--- src/tsa_pkg.sv ---
// Behaviour
// - config bit 4 picks interrupt or comparator behaviour
// - config bit 3 sets alarm pin active level
// - config bit 2 sets critical pin active level
// - config bits 1:0 set fault count 1..4
// - result is 16-bit two's complement, all 16 bits readable in 16-bit mode
// - result register at 0x02 ignores writes
// - result bit 15 is the sign
// - 13-bit mode bits 2:0 are alarm flags
// - config bit 7 selects converter resolution
// - 13-bit bit 2 set above critical limit
// - 13-bit bit 1 set above high limit
// - 13-bit bit 0 set below low limit
// - id register holds maker and revision codes
// - result above critical limit asserts critical output
// - critical limit 16-bit rw, resets to 147 degrees
// - hysteresis shifts limits when alarm ends
// - alarm output asserts outside high/low limits
package tsa_pkg;
	localparam logic [7:0] TSA_OFS_STATUS = 8'h00;
	localparam logic [7:0] TSA_OFS_CONFIG = 8'h01;
	localparam logic [7:0] TSA_OFS_RESULT = 8'h02;
	localparam logic [7:0] TSA_OFS_ID = 8'h03;
	localparam logic [7:0] TSA_OFS_CRIT = 8'h04;
	localparam logic [7:0] TSA_OFS_HYST = 8'h05;
	localparam logic [7:0] TSA_OFS_HIGH = 8'h06;
	localparam logic [7:0] TSA_OFS_LOW = 8'h07;
	localparam logic [7:0] TSA_OFS_IRQ_STAT = 8'h08;
	localparam logic [7:0] TSA_OFS_IRQ_MASK = 8'h09;
	localparam int TSA_CFG_RES = 7;
	localparam int TSA_CFG_CMP = 4;
	localparam int TSA_CFG_APOL = 3;
	localparam int TSA_CFG_CPOL = 2;
	localparam logic [7:0] TSA_CONFIG_RST = 8'h00;
	localparam logic [15:0] TSA_CRIT_RST = 16'h4980;
	localparam logic [3:0] TSA_HYST_RST = 4'h5;
	localparam logic [15:0] TSA_HIGH_RST = 16'h2000;
	localparam logic [15:0] TSA_LOW_RST = 16'h0500;
	localparam logic [15:0] TSA_HYST_LSB = 16'h0080;
	// identity codes: arbitrary neutral values
	localparam logic [4:0] TSA_MAKER_CODE = 5'h0a;
	localparam logic [2:0] TSA_REV_CODE = 3'h1;
	localparam int TSA_FLAG_CRIT = 2;
	localparam int TSA_FLAG_HIGH = 1;
	localparam int TSA_FLAG_LOW = 0;

	typedef struct packed {
		logic cyc;
		logic stb;
		logic we;
		logic [7:0] adr;
		logic [3:0] sel;
		logic [31:0] dat;
	} tsa_wb_req_t;
endpackage

--- src/tsa_regs.sv ---
// The Wishbone slave port is this design's own decision.
`timescale 1ns/10ps
module tsa_regs import tsa_pkg::*; (
	input wire logic clk_i,
	input wire logic rst_i,
	input wire tsa_wb_req_t wb_i,
	output logic [31:0] wb_dat_o,
	output logic wb_ack_o,
	input wire logic [15:0] conv_data_i,
	input wire logic conv_valid_i,
	output logic alarm_o,
	output logic alarm_oe_o,
	output logic critical_output_o,
	output logic critical_output_oe_o,
	output logic irq_o
);
	logic [7:0] config_reg;
	logic [15:0] result_reg;
	logic [15:0] critical_limit_reg;
	logic [3:0] hysteresis_value_reg;
	logic [15:0] high_limit_reg;
	logic [15:0] low_limit_reg;
	logic [2:0] status_reg;
	logic [2:0] irq_stat_reg;
	logic [2:0] irq_mask_reg;
	logic [2:0] fault_cnt_reg [3];
	logic [2:0] active_reg;
	logic [2:0] result_flags_reg;
	logic [15:0] raw_reg;

	logic acc;
	logic wr;
	logic rd;
	logic [31:0] rd_next;
	logic [2:0] over;
	logic [2:0] clear_cond;
	logic [2:0] fire;
	logic [15:0] hyst_ext;
	logic [2:0] fault_need;
	logic stat_read;

	assign acc = wb_i.cyc & wb_i.stb & ~wb_ack_o;
	assign wr = acc & wb_i.we & wb_i.sel[0];
	assign rd = acc & ~wb_i.we;
	assign stat_read = rd & (wb_i.adr == TSA_OFS_STATUS);
	assign hyst_ext = 16'(hysteresis_value_reg) * TSA_HYST_LSB;
	assign fault_need = 3'(config_reg[1:0]) + 3'h1;

	// limit compares on the new conversion, signed two's complement
	always_comb begin
		over[TSA_FLAG_CRIT] = $signed(conv_data_i) > $signed(critical_limit_reg);
		over[TSA_FLAG_HIGH] = $signed(conv_data_i) > $signed(high_limit_reg);
		over[TSA_FLAG_LOW] = $signed(conv_data_i) < $signed(low_limit_reg);
		clear_cond[TSA_FLAG_CRIT] = $signed(conv_data_i) < $signed(critical_limit_reg - hyst_ext);
		clear_cond[TSA_FLAG_HIGH] = $signed(conv_data_i) < $signed(high_limit_reg - hyst_ext);
		clear_cond[TSA_FLAG_LOW] = $signed(conv_data_i) > $signed(low_limit_reg + hyst_ext);
	end

	genvar g;
	generate
		for (g = 0; g < 3; g++) begin : gen_chan
			assign fire[g] = conv_valid_i & over[g] & (fault_cnt_reg[g] + 3'h1 >= fault_need);

			always_ff @(posedge clk_i) begin
				if (rst_i) begin
					fault_cnt_reg[g] <= 3'h0;
				end else if (conv_valid_i) begin
					if (!over[g]) begin
						fault_cnt_reg[g] <= 3'h0;
					end else if (fault_cnt_reg[g] < 3'h4) begin
						fault_cnt_reg[g] <= fault_cnt_reg[g] + 3'h1;
					end
				end
			end

			// comparator follows with hysteresis; interrupt holds until a status read
			always_ff @(posedge clk_i) begin
				if (rst_i) begin
					active_reg[g] <= 1'b0;
				end else if (fire[g]) begin
					active_reg[g] <= 1'b1;
				end else if (config_reg[TSA_CFG_CMP]) begin
					if (conv_valid_i && clear_cond[g]) begin
						active_reg[g] <= 1'b0;
					end
				end else if (stat_read) begin
					active_reg[g] <= 1'b0;
				end
			end

			always_ff @(posedge clk_i) begin
				if (rst_i) begin
					status_reg[g] <= 1'b0;
				end else if (fire[g]) begin
					status_reg[g] <= 1'b1;
				end else if (stat_read || (conv_valid_i && clear_cond[g])) begin
					status_reg[g] <= 1'b0;
				end
			end

			always_ff @(posedge clk_i) begin
				if (rst_i) begin
					irq_stat_reg[g] <= 1'b0;
				end else if (fire[g]) begin
					irq_stat_reg[g] <= 1'b1; // set wins over a clearing read
				end else if (rd && wb_i.adr == TSA_OFS_IRQ_STAT) begin
					irq_stat_reg[g] <= 1'b0;
				end
			end

			always_ff @(posedge clk_i) begin
				if (rst_i) begin
					result_flags_reg[g] <= 1'b0;
				end else if (conv_valid_i) begin
					result_flags_reg[g] <= over[g];
				end
			end
		end
	endgenerate

	// full-precision word kept so resolution can change without a new conversion
	always_ff @(posedge clk_i) begin
		if (rst_i) begin
			raw_reg <= 16'h0000;
		end else if (conv_valid_i) begin
			raw_reg <= conv_data_i;
		end
	end

	always_comb begin
		if (config_reg[TSA_CFG_RES]) begin
			result_reg = raw_reg;
		end else begin
			result_reg = {raw_reg[15:3], result_flags_reg};
		end
	end

	always_ff @(posedge clk_i) begin
		if (rst_i) begin
			config_reg <= TSA_CONFIG_RST;
			critical_limit_reg <= TSA_CRIT_RST;
			hysteresis_value_reg <= TSA_HYST_RST;
			high_limit_reg <= TSA_HIGH_RST;
			low_limit_reg <= TSA_LOW_RST;
			irq_mask_reg <= 3'h0;
		end else if (wr) begin
			// the result, id and status offsets fall through: writes are dropped
			case (wb_i.adr)
				TSA_OFS_CONFIG: config_reg <= wb_i.dat[7:0];
				TSA_OFS_CRIT: critical_limit_reg <= wb_i.dat[15:0];
				TSA_OFS_HYST: hysteresis_value_reg <= wb_i.dat[3:0];
				TSA_OFS_HIGH: high_limit_reg <= wb_i.dat[15:0];
				TSA_OFS_LOW: low_limit_reg <= wb_i.dat[15:0];
				TSA_OFS_IRQ_MASK: irq_mask_reg <= wb_i.dat[2:0];
				default: ;
			endcase
		end
	end

	always_comb begin
		rd_next = 32'h0000_0000;
		case (wb_i.adr)
			TSA_OFS_STATUS: rd_next = {25'h0, status_reg, 4'h0};
			TSA_OFS_CONFIG: rd_next = {24'h0, config_reg};
			TSA_OFS_RESULT: rd_next = {16'h0, result_reg};
			TSA_OFS_ID: rd_next = {24'h0, TSA_MAKER_CODE, TSA_REV_CODE};
			TSA_OFS_CRIT: rd_next = {16'h0, critical_limit_reg};
			TSA_OFS_HYST: rd_next = {28'h0, hysteresis_value_reg};
			TSA_OFS_HIGH: rd_next = {16'h0, high_limit_reg};
			TSA_OFS_LOW: rd_next = {16'h0, low_limit_reg};
			TSA_OFS_IRQ_STAT: rd_next = {29'h0, irq_stat_reg};
			TSA_OFS_IRQ_MASK: rd_next = {29'h0, irq_mask_reg};
			default: rd_next = 32'h0000_0000;
		endcase
	end

	always_ff @(posedge clk_i) begin
		if (rst_i) begin
			wb_ack_o <= 1'b0;
			wb_dat_o <= 32'h0000_0000;
		end else begin
			wb_ack_o <= acc;
			wb_dat_o <= rd ? rd_next : 32'h0000_0000;
		end
	end

	// open-drain pins: enable asserted while driving low, level follows polarity
	always_ff @(posedge clk_i) begin
		if (rst_i) begin
			// reset config is active low, so the idle level is high with the driver off
			alarm_o <= 1'b1;
			alarm_oe_o <= 1'b0;
			critical_output_o <= 1'b1;
			critical_output_oe_o <= 1'b0;
			irq_o <= 1'b0;
		end else begin
			alarm_o <= (active_reg[TSA_FLAG_HIGH] | active_reg[TSA_FLAG_LOW]) ~^ config_reg[TSA_CFG_APOL];
			alarm_oe_o <= ~((active_reg[TSA_FLAG_HIGH] | active_reg[TSA_FLAG_LOW]) ~^ config_reg[TSA_CFG_APOL]);
			critical_output_o <= active_reg[TSA_FLAG_CRIT] ~^ config_reg[TSA_CFG_CPOL];
			critical_output_oe_o <= ~(active_reg[TSA_FLAG_CRIT] ~^ config_reg[TSA_CFG_CPOL]);
			irq_o <= |(irq_stat_reg & irq_mask_reg);
		end
	end
endmodule

--- config.mk ---
export PLATFORM = sky130hd
export DESIGN_NAME = tsa_regs
export DESIGN_NICKNAME = d
export VERILOG_FILES = /design/src/tsa_pkg.sv /design/src/tsa_regs.sv
export SDC_FILE = /design/constraint.sdc
export NUM_CORES = 1
export LEC_CHECK = 0
export ABC_AREA = 1
export BUFFER_PORTS_ARGS = -buffer_cell sky130_fd_sc_hd__buf_4
export CAP_MARGIN = 25
export CORE_MARGIN = 2
export CORE_UTILIZATION = 35
export DETAILED_ROUTE_END_ITERATION = 6
export PLACE_DENSITY = 0.66
export SYNTH_ARGS = -nofsm -noshare
export SYNTH_HDL_FRONTEND = slang
export SYNTH_SLANG_ARGS = --single-unit
--- constraint.sdc ---
create_clock -name clk_i -period 2.6 [get_ports clk_i]
set_input_delay 0.26 -clock clk_i [delete_from_list [all_inputs] [get_ports clk_i]]
set_output_delay 0.26 -clock clk_i [all_outputs]
set_load 0.1 [all_outputs]
==> results.sh, run 1 <==
export IMPL_period_share_pct=110
export IMPL_swShare_pct=27.8
export IMPL_syn_inst=1036
export IMPL_diodes=0
export IMPL_crit_path_max_fanout=4
export IMPL_synthFlopType="dfxtp_1"
export IMPL_drt_iter0_drc=462
export IMPL_dpl_hpwl_mm=18.8
export IMPL_numPlacedInstances=1403
export IMPL_fin_nets=1318
export IMPL_whs_path_depth=3
export IMPL_yosys_top_cells_area="dfxtp_1 (29%), ha_1 (16%), a21oi_1 (7.8%)"
export IMPL_worstReg2RegStart="high_limit_reg[7]$_SDFFE_PP0P_"
export IMPL_p_int_w=0.00367
export IMPL_io_pins=104
export IMPL_min_delay_start="wb_i[8]"
export IMPL_drive_above_1_share_pct=19.1
export IMPL_setup_violations=6
export IMPL_avgRoutedWirePerCell_um=17.1
export IMPL_cp_arrival_ns=3.23
export IMPL_critPathKind="flip-flop to flip-flop"
export IMPL_synth_edff_count=9
export IMPL_vias=7409
export IMPL_worstPathRequired_ns=2.96
export IMPL_num_rows=54
export IMPL_clockPowerShare_pct=47.0
export IMPL_synth_cell_types=42
export IMPL_synthArstFlopShare_pct=0
export IMPL_grt_pass1_wl_mm=38.2
export IMPL_core_um2=21800
export IMPL_status="finished with violations"
export IMPL_clock_insertion_delay_worst_skew_ns=0.43
export IMPL_hold_viol_final=0
export IMPL_start_util_pct=35.6
export IMPL_p_comb_share_pct=13.9
export IMPL_ys_ff_latch=122
export IMPL_drc=0
export IMPL_yosysSeqAreaShare_pct=32.6
export IMPL_wirelength_mm=24.6
export IMPL_synth_top_area_cell="dfxtp_1"
export IMPL_portBuffers=68
export IMPL_grt_use_total_pct=21.0
export IMPL_gp_congestion=0.928
export IMPL_hold_path_end="critical_limit_reg[8]$_SDFFE_PP1P_"
export IMPL_cts_htree_levels=4
export IMPL_synth_top_area_share_pct=29.1
export IMPL_nFillCells=2204
export IMPL_cp_start_kind="flip-flop"
export IMPL_die_width_um=153
export IMPL_cts_tree="built"
export IMPL_setup_slack_ns=-0.264
export IMPL_path_clk_slew_ns=0.06
export IMPL_max_freq_ghz=0.349
export IMPL_post_route_min_period_ns=2.86
export IMPL_worst_pin_slew_ns=0.584
export IMPL_syn2layout_area_growth_pct=24.1
export IMPL_fin_tns_setup_ns=-1.35
export IMPL_avgSynthCellArea_um2=7.49
export IMPL_rr_endpoint="status_reg[1]$_SDFFE_PP0P_"
export IMPL_die_height_um=153
export IMPL_maxCapViolations=0
export IMPL_endpoint_kind="flip-flop"
export IMPL_ant_nets=0
export IMPL_ir_drop_uv=337
export IMPL_clockRootBuffer="clkbuf_16"
export IMPL_power_switching_w=0.00141
export IMPL_final_cells=1442
export IMPL_slew_headroom_pct=61.0
export IMPL_place_area_um2=8800
export IMPL_finalMaxSlewViolations=0
export IMPL_r2r_worst_path_cells=18
export IMPL_grt_max_degree=38
export IMPL_antenna_found_initial=0
export IMPL_seqPwrFrac_pct=39.1
export IMPL_grt_ovfl_total=0
export IMPL_r2r_slack_ns=-0.26
export IMPL_syn_area_um2=7760
export IMPL_hold_class="primary input to flip-flop"
export IMPL_drt_pass1_iter_count=5
export IMPL_holdWs_ns=0.0734
export IMPL_ys_warn_count=0
export IMPL_avgViaCountPerCell=5.14
export IMPL_rsz0062_at_grt="yes"
export IMPL_p_leak_nw=4.36
export IMPL_place_ws_ns=-0.266
export IMPL_clock_sink_count=122
export IMPL_finClkSkew_ns=0.0102
export IMPL_design_area_um2=9640
export IMPL_p_per_area_nw_per_um2=527
export IMPL_grt_pass1_vias=7123
export IMPL_design_die_area_um2=23400
export IMPL_cts_buffers=17
export IMPL_cts_max_path_buffers=2
export IMPL_violations="negative setup slack"
worst max path at each step:
stage                     slack [ns]                            startpoint  depth (start not counted)                         end
final                          -0.26        high_limit_reg[7]$_SDFFE_PP0P_                         18  status_reg[1]$_SDFFE_PP0P_
after global routing           -0.44  hysteresis_value_reg[0]$_SDFFE_PP1P_                         17  status_reg[2]$_SDFFE_PP0P_
after CTS                      -0.26        high_limit_reg[7]$_SDFFE_PP0P_                         17  status_reg[1]$_SDFFE_PP0P_
after detailed placement       -0.27        high_limit_reg[7]$_SDFFE_PP0P_                         18  active_reg[1]$_SDFFE_PP0P_
after global placement         -0.20  hysteresis_value_reg[0]$_SDFFE_PP1P_                         17  status_reg[2]$_SDFFE_PP0P_
after floorplan                -0.04    critical_limit_reg[7]$_SDFFE_PP1P_                         18  status_reg[2]$_SDFFE_PP0P_
metrics by stage:
stage | utilization, % | total power (W)
2_1_floorplan | - | 0.00250
3_3_place_gp | 40.3 | 0.00270
3_5_place_dp | 40.3 | 0.00271
4_1_cts | 43.4 | 0.00508
5_1_grt | 44.2 | 0.00526
6_report | 44.2 | 0.00508
power groups by stage:
stage / Combinational (W) / Clock, W / Sequential (W)
3_3_place_gp: 0.000671 / 0 / 0.00203
6_report: 0.000706 / 0.00239 / 0.00199
2_1_floorplan: 0.000438 / 0 / 0.00206
4_1_cts: 0.000687 / 0.00241 / 0.00199
5_1_grt: 0.000778 / 0.00249 / 0.00199
3_5_place_dp: 0.000682 / 0 / 0.00203
synth_stat cells (7+ instances only):
cell,number
nand2_1,152
inv_1,147
a21oi_1,121
dfxtp_1,113
ha_1,100
nor2_1,92
o21ai_0,67
nand3_1,41
xor2_1,21
o22ai_1,19
o21ai_1,18
buf_4,16
nand4_1,15
clkbuf_1,13
a221oi_1,12
nor3_1,10
edfxtp_1,9
o211ai_1,9
buf_2,7
routing by layer:
| layer | GRT usage, % | part of all wire, % | wire, µm |
|---|---|---|---|
| met4 | 6.97 | 1.9 | 464 |
| met2 | 34.4 | 47 | 11500 |
| met5 | 0 | 0 | 0 |
| met3 | 4.51 | 7.1 | 1750 |
| met1 | 27.6 | 44 | 10900 |
cells by family after synthesis:
group	Yosys count	synth area share, %
AOI/OAI and AO/OA	264	18.9
xor gates and xnor gates	24	2.71
adders and majority gates	103	16.9
buffers and inverters	195	10.9
DFF	122	32.6
other	1	0.0483
and+or+nand+nor	327	17.9
layout make-up:
class | instances | area, µm² | area share, %
clock buffer | 22 | 475 | 4.93
tap | 280 | 350 | 3.64
clock inverter | 10 | 115 | 1.19
timing repair buffer | 123 | 940 | 9.75
sequential | 122 | 2540 | 26.3
multi-input combinational | 734 | 4650 | 48.3
inverter | 151 | 567 | 5.88
worst max-delay path: stages, from the launching register on:
cell     delay (ns)
dfxtp_2        0.33
inv_2          0.07
ha_4           0.13
inv_2          0.04
fa_2           0.36
nand2_2        0.08
a21oi_2        0.06
nor4_2         0.28
nand3_1        0.13
xor2_1         0.18
ha_1           0.35
nand4_1        0.15
a21oi_2        0.16
nor2_2         0.07
nand2_1        0.08
nand2_2        0.07
nand3_2        0.07
nand3_2        0.06
a21oi_2        0.13
cells in the final DEF (no fill, tap or decap), drive strengths merged, types with 12 or more instances in the layout:
| cell | instances |
|---|---|
| o22ai | 19 |
| o21ai | 86 |
| nand3 | 41 |
| nor2 | 96 |
| xor2 | 21 |
| nand2 | 156 |
| a221oi | 12 |
| conb | 16 |
| ha | 100 |
| dfxtp | 113 |
| inv | 153 |
| a21oi | 122 |
| nand4 | 15 |
| clkbuf | 22 |
| buf | 123 |
repair_timing:
item	CTS	global route
hold buffers	0	0
gates cloned	0	0
resized for setup	15	38
buffers inserted	5	2
hold endpoints to repair	0	0
endpoints found under the setup margin	6	10
pin swaps	16	36
Power figures use the tool's default switching activity.
==> run 2, diff against run 1 <==
--- a/config.mk
+++ b/config.mk
@@ -5,7 +5,6 @@
 export SDC_FILE = /design/constraint.sdc
 export NUM_CORES = 1
 export LEC_CHECK = 0
-export ABC_AREA = 1
 export BUFFER_PORTS_ARGS = -buffer_cell sky130_fd_sc_hd__buf_4
 export CAP_MARGIN = 25
 export CORE_MARGIN = 2
==> run 2 against run 1 <==
  * The flow still finishes with violations (negative setup slack)
  * Area after synthesis shrank 0.81%
  * Worst setup slack lost 0.27 ns
  * Routed wire length grew 10%
  * Count of clock-buffer cells in the layout shrank 3
  * Critical path depth shrank 1
  * Clock skew shrank 0.0045 ns
  * Die area shrank 0.78%
  * First-iteration DRC count grew 87%
  * Critical endpoint is now status_reg[0]$_SDFFE_PP0P_
==> results.sh, run 2 <==
export IMPL_status="finished with violations"
export IMPL_violations="negative setup slack"
export IMPL_ctsHoldBuffers=0
export IMPL_path_clk_slew_ns=0.06
export IMPL_cp_start_kind="flip-flop"
export IMPL_wirelength_mm=27.1
export IMPL_clock_sink_count=122
export IMPL_num_rows=54
export IMPL_layout_commonest_cell="buf_4"
export IMPL_vias=7604
export IMPL_clockPowerShare_pct=47.3
export IMPL_max_freq_ghz=0.320
export IMPL_grt_max_degree=43
export IMPL_final_cell_mix="buf_4 (194), nand2_1 (141), a21oi_1 (102)"
export IMPL_ys_ff_latch=122
export IMPL_endpoint_kind="flip-flop"
export IMPL_rsz0062_at_grt="yes"
export IMPL_numPlacedInstances=1351
export IMPL_yosys_top_cells_area="dfxtp_1 (29%), ha_1 (16%), a21oi_1 (7.1%)"
export IMPL_finClkSkew_ns=0.00568
export IMPL_setup_violations=6
export IMPL_clock_insertion_delay_worst_skew_ns=0.43
export IMPL_finalMaxSlewViolations=0
export IMPL_fin_nets=1272
export IMPL_syn_area_um2=7700
export IMPL_place_area_um2=9320
export IMPL_grt_use_total_pct=22.3
export IMPL_drt_iter0_drc=866
export IMPL_antenna_found_initial=0
export IMPL_hold_class="primary input to flip-flop"
export IMPL_cts_tree="built"
export IMPL_seqPwrFrac_pct=38.0
export IMPL_hold_viol_final=0
export IMPL_synth_top_area_share_pct=29.4
export IMPL_power_switching_w=0.00150
export IMPL_yosysMostFrequentCell="nand2_1"
export IMPL_grt_pass1_vias=7218
export IMPL_fin_tns_setup_ns=-2.90
export IMPL_maxCapViolations=0
export IMPL_design_die_area_um2=23200
export IMPL_r2r_worst_path_cells=17
export IMPL_crit_path_max_fanout=4
export IMPL_cp_arrival_ns=3.43
export IMPL_ir_drop_uv=467
export IMPL_cts_max_path_buffers=2
export IMPL_syn_inst=920
export IMPL_synth_edff_count=9
export IMPL_clockRootBuffer="clkbuf_16"
export IMPL_avgViaCountPerCell=5.45
export IMPL_grt_pass1_wl_mm=40.1
export IMPL_period_share_pct=120
export IMPL_p_per_area_nw_per_um2=501
export IMPL_slew_headroom_pct=50.9
export IMPL_gp_congestion=0.965
export IMPL_io_pins=104
export IMPL_worstPathRequired_ns=2.91
export IMPL_r2r_slack_ns=-0.53
export IMPL_ant_nets=0
export IMPL_p_int_w=0.00371
export IMPL_die_width_um=152
export IMPL_design_area_um2=10400
export IMPL_die_height_um=152
export IMPL_synth_top_area_cell="dfxtp_1"
export IMPL_drc=0
export IMPL_syn2layout_area_growth_pct=35.1
export IMPL_drive_above_1_share_pct=29.8
export IMPL_synthFlopType="dfxtp_1"
export IMPL_core_um2=21700
export IMPL_fin_util_pct=48.0
export IMPL_whs_path_depth=3
export IMPL_yosysSeqAreaShare_pct=32.9
export IMPL_cts_htree_levels=4
export IMPL_synth_top_cells_by_count="nand2_1 (141), dfxtp_1 (113), a21oi_1 (110), ha_1 (100), inv_1 (70)"
export IMPL_setup_slack_ns=-0.529
export IMPL_avgRoutedWirePerCell_um=19.4
export IMPL_avgSynthCellArea_um2=8.37
export IMPL_final_cells=1396
export IMPL_cts_buffers=17
export IMPL_diodes=0
export IMPL_portBuffers=68
export IMPL_grt_ovfl_total=0
export IMPL_synthArstFlopShare_pct=0
export IMPL_p_comb_share_pct=14.7
export IMPL_ys_warn_count=0
export IMPL_post_route_min_period_ns=3.13
export IMPL_start_util_pct=35.5
export IMPL_drt_pass1_iter_count=6
export IMPL_worst_pin_slew_ns=0.735
export IMPL_p_leak_nw=4.32
export IMPL_critPathKind="flip-flop to flip-flop"
export IMPL_synth_cell_types=65
export IMPL_dpl_hpwl_mm=20.3
export IMPL_swShare_pct=28.8
## run 2: cell types whose count changed after synthesis, sizes merged, moves of 19 or more
cell / previous run / this run
xnor2: 3 / 22
inv: 150 / 70
mux2i: 0 / 19
o21ai: 86 / 13
nor2: 96 / 44
## run 2: worst max-delay path: stages, from the launching register on
cell and delay, ns:
dfxtp_4 0.38, ha_4 0.14, inv_2 0.03, fa_2 0.33
nor2b_1 0.12, o21ai_1 0.08, nand2b_1 0.14, nand3_2 0.09
xnor2_1 0.19, ha_1 0.29, nand4_1 0.14, buf_6 0.14
a21oi_2 0.04, nor4b_2 0.34, xnor2_1 0.15, buf_4 0.15
o211ai_1 0.15, o31ai_1 0.10
## run 2: path summary, 6_finish.rpt
check                                             from                             endpoint
setup / recovery  hysteresis_value_reg[0]$_SDFFE_PP1P_           status_reg[0]$_SDFFE_PP0P_
hold / removal                                wb_i[15]  critical_limit_reg[15]$_SDFFE_PP0P_
setup reg to reg  hysteresis_value_reg[0]$_SDFFE_PP1P_           status_reg[0]$_SDFFE_PP0P_
hold reg to reg             config_reg[5]$_SDFFE_PP0P_           config_reg[5]$_SDFFE_PP0P_
## run 2: per-stage QoR
stage	total power (W)	hold WS [ns]	setup slack (ns)
floorplan	0.00246	0.388	-0.183
global route	0.00536	0.112	-0.698
finish	0.00522	0.106	-0.529
CTS	0.00517	0.0943	-0.476
global placement	0.00270	0.443	-0.468
detailed placement	0.00271	0.455	-0.544
## run 2: routing by layer
metal / vias up / global-route usage, % / part of all wire, %
met1: 3538 / 30.4 / 44
met5: - / 0 / 0
li1: 3610 / - / -
met2: 403 / 35.0 / 45
met4: 0 / 7.74 / 2.6
met3: 53 / 5.03 / 8.7
## run 2: area by class of cell
class,count,area (µm²)
Timing Repair Buffer,199,1530
Tap cell,280,350
Clock inverter,13,155
Inverter,70,263
Fill cell,1982,11300
Clock buffer,19,454
Multi-Input combinational cell,693,5100
Sequential cell,122,2550
## run 2: what timing repair did
| item | 4_1_cts | 5_1_grt |
|---|---|---|
| buffers inserted | 9 | 4 |
| endpoints found under the setup margin | 26 | 27 |
| pin swaps | 21 | 28 |
| hold endpoints to repair | 0 | 0 |
| resized for setup | 26 | 53 |
## run 2: cells by family (layout without fill, tap and decap cells)
family | after synthesis | after routing | share of synthesized area (%)
AO/OA/AOI/OAI | 215 | 215 | 17.6
XOR/XNOR | 29 | 29 | 3.30
adder cells (fa/ha/maj) | 103 | 103 | 17.0
buffers and inverters | 120 | 301 | 6.87
flip-flops | 122 | 122 | 32.9
multiplexers | 23 | 23 | 3.05
other | 1 | 16 | 0.0487
AND/OR/NAND/NOR | 307 | 307 | 19.2
## run 2: power groups by stage
stage	sequential (W)	combinational, W	clock [W]
after floorplan	0.00205	0.000409	0
after global placement	0.00202	0.000687	0
after detailed placement	0.00202	0.000696	0
after CTS	0.00198	0.000720	0.00247
after global routing	0.00199	0.000820	0.00255
final	0.00198	0.000767	0.00247
==> run 3, diff against run 2 <==
--- a/config.mk
+++ b/config.mk
@@ -8,9 +8,10 @@
 export BUFFER_PORTS_ARGS = -buffer_cell sky130_fd_sc_hd__buf_4
 export CAP_MARGIN = 25
 export CORE_MARGIN = 2
-export CORE_UTILIZATION = 35
+export CORE_UTILIZATION = 60
 export DETAILED_ROUTE_END_ITERATION = 6
-export PLACE_DENSITY = 0.66
+export PLACE_DENSITY = 0.94
 export SYNTH_ARGS = -nofsm -noshare
 export SYNTH_HDL_FRONTEND = slang
 export SYNTH_SLANG_ARGS = --single-unit
+export TNS_END_PERCENT = 30
==> constraint.sdc (replaced) <==
create_clock -name clk_i -period 3.95 [get_ports clk_i]
set_input_delay 0.395 -clock clk_i [delete_from_list [all_inputs] [get_ports clk_i]]
set_output_delay 0.395 -clock clk_i [all_outputs]
set_load 0.1 [all_outputs]
==> run 3 against run 2 <==
  * The flow finishes with violations (design-rule violations)
  * Sequential cell count is the same
  * Clock power shrank 33%
  * Utilization grew 23 points
  * Cell count shrank 16%
  * Power shrank 35%
  * Critical endpoint is now active_reg[0]$_SDFFE_PP0P_
==> results.sh, run 3 (synthesis gave the netlist of run 2 again) <==
export IMPL_status="finished with violations"
export IMPL_violations="design-rule violations"
export IMPL_final_cell_mix="nand2_1 (141), dfxtp_1 (113), a21oi_1 (110)"
export IMPL_crit_path_max_fanout=5
export IMPL_core_um2=12600
export IMPL_period_share_pct=93.6
export IMPL_r2r_slack_ns=0.25
export IMPL_slew_headroom_pct=42.0
export IMPL_num_rows=41
export IMPL_grt_pass1_wl_mm=37.4
export IMPL_critPathKind="flip-flop to flip-flop"
export IMPL_layout_commonest_cell="nand2_1"
export IMPL_p_per_area_nw_per_um2=380
export IMPL_io_pins=104
export IMPL_p_leak_nw=3.66
export IMPL_worstPathRequired_ns=4.25
export IMPL_ir_drop_uv=551
export IMPL_regArea_um2=2530
export IMPL_fin_tns_setup_ns=0
export IMPL_finalMaxSlewViolations=0
export IMPL_max_freq_ghz=0.270
export IMPL_die_width_um=117
export IMPL_endpoint_kind="flip-flop"
export IMPL_hold_path_end="critical_limit_reg[14]$_SDFFE_PP1P_"
export IMPL_die_height_um=117
export IMPL_clock_sink_count=122
export IMPL_cp_arrival_ns=4.00
export IMPL_holdWs_ns=0.214
export IMPL_wirelength_mm=23.9
export IMPL_rsz0062_at_grt="no"
export IMPL_avgRoutedWirePerCell_um=20.5
export IMPL_cp_cell_sequence="ha_1 > inv_1 > fa_1 > nor2b_1 > o21ai_0 > nand2b_1 > nand3_1 > xnor2_1 > ha_1 > nand4_1 > a2111oi_1 > nor4b_1 > xnor2_1 > o311ai_0 > o31ai_1"
export IMPL_path_clk_slew_ns=0.06
export IMPL_fin_nets=1150
export IMPL_drc=28
export IMPL_whs_path_depth=3
export IMPL_cts_tree="built"
export IMPL_r2r_worst_path_cells=15
export IMPL_diodes=0
export IMPL_cts_max_path_buffers=2
export IMPL_crit_buf_inv=1
export IMPL_cpMaxStageDelayCell="dfxtp_1"
export IMPL_post_route_min_period_ns=3.70
export IMPL_drt_iter0_drc=1259
export IMPL_grt_use_total_pct=36.1
export IMPL_avgViaCountPerCell=6.55
export IMPL_grt_max_degree=80
export IMPL_cts_htree_levels=4
export IMPL_path_delay_family="compound AO/OA/AOI/OAI gates"
export IMPL_nFillCells=878
export IMPL_hold_viol_final=0
export IMPL_ctsHoldBuffers=0
export IMPL_drt_pass1_iter_count=7
export IMPL_design_die_area_um2=13800
export IMPL_drive_above_1_share_pct=13.1
export IMPL_ant_nets=0
export IMPL_finClkSkew_ns=0.00872
export IMPL_cts_buffers=17
export IMPL_worstReg2RegStart="hysteresis_value_reg[0]$_SDFFE_PP1P_"
export IMPL_min_delay_start="wb_i[14]"
export IMPL_vias=7642
export IMPL_grt_ovfl_total=0
export IMPL_dpl_hpwl_mm=16.3
export IMPL_crit_path_max_incr_delay_ns=0.50
export IMPL_setup_violations=0
export IMPL_maxCapViolations=0
export IMPL_cp_start_kind="flip-flop"
export IMPL_gp_congestion=0.996
export IMPL_clock_insertion_delay_worst_skew_ns=0.43
export IMPL_grt_pass1_vias=7355
export IMPL_cp_num_cells=15
export IMPL_portBuffers=68
export IMPL_syn2layout_area_growth_pct=15.9
export IMPL_start_util_pct=61.3
export IMPL_worst_pin_slew_ns=0.869
export IMPL_rr_endpoint="active_reg[0]$_SDFFE_PP0P_"
export IMPL_multi_input_area_um2=4700
export IMPL_antenna_found_initial=0
export IMPL_hold_class="primary input to flip-flop"
export IMPL_clockRootBuffer="clkbuf_16"
[run 3: report_power, final]
| group | leakage [nW] | internal [W] | switching (W) |
|---|---|---|---|
| Combinational | 2.34 | 0.000135 | 0.000289 |
| Sequential | 1.02 | 0.00128 | 0.0000245 |
| Clock | 0.310 | 0.00107 | 0.000597 |
| Total | 3.66 | 0.00248 | 0.000910 |
[run 3: per-layer routing]
metal	global-route usage, %	part of all wire [%]	routed length, µm	vias to the layer above
li1	-	-	-	3364
met1	44.9	36	8600	3480
met4	20.2	6.0	1440	0
met5	0	0	0	-
met2	55.6	44	10500	604
met3	11.4	14	3350	194
[run 3: per-stage QoR]
stage               worst slack [ns]  power, W  util (%)  area, µm²  instances
global route                  0.0367   0.00348      71.0       8930       1166
global placement               0.494   0.00172      65.9       8280       1133
finish                         0.251   0.00339      71.0       8930       1166
floorplan                      0.875   0.00162         -       7760        935
CTS                            0.324   0.00338      70.9       8920       1165
detailed placement             0.338   0.00174      65.9       8280       1133
[run 3: timing repair]
item,CTS,global route
setup endpoints to repair,0,1
gates resized for setup,0,1
setup buffers,0,0
[run 3: worst max path at each step]
stage	startpoint	end	slack, ns
6_report	hysteresis_value_reg[0]$_SDFFE_PP1P_	active_reg[0]$_SDFFE_PP0P_	0.25
5_1_grt	hysteresis_value_reg[0]$_SDFFE_PP1P_	active_reg[0]$_SDFFE_PP0P_	0.04
4_1_cts	hysteresis_value_reg[0]$_SDFFE_PP1P_	active_reg[0]$_SDFFE_PP0P_	0.32
3_5_place_dp	hysteresis_value_reg[0]$_SDFFE_PP1P_	active_reg[0]$_SDFFE_PP0P_	0.34
3_3_place_gp	hysteresis_value_reg[0]$_SDFFE_PP1P_	active_reg[0]$_SDFFE_PP0P_	0.49
2_1_floorplan	hysteresis_value_reg[0]$_SDFFE_PP1P_	active_reg[0]$_SDFFE_PP0P_	0.87
[run 3: final cells by class]
type | count | area share, %
tap | 172 | 2.41
clock buffer | 20 | 5.35
sequential | 122 | 28.4
multi-input combinational | 693 | 52.6
clock inverter | 12 | 1.81
timing repair buffer | 77 | 6.52
inverter | 70 | 2.94
[run 3: worst min-delay path: stages]
cell	delay (ns)
buf_4	0.09
nand2_1	0.04
o211ai_1	0.07
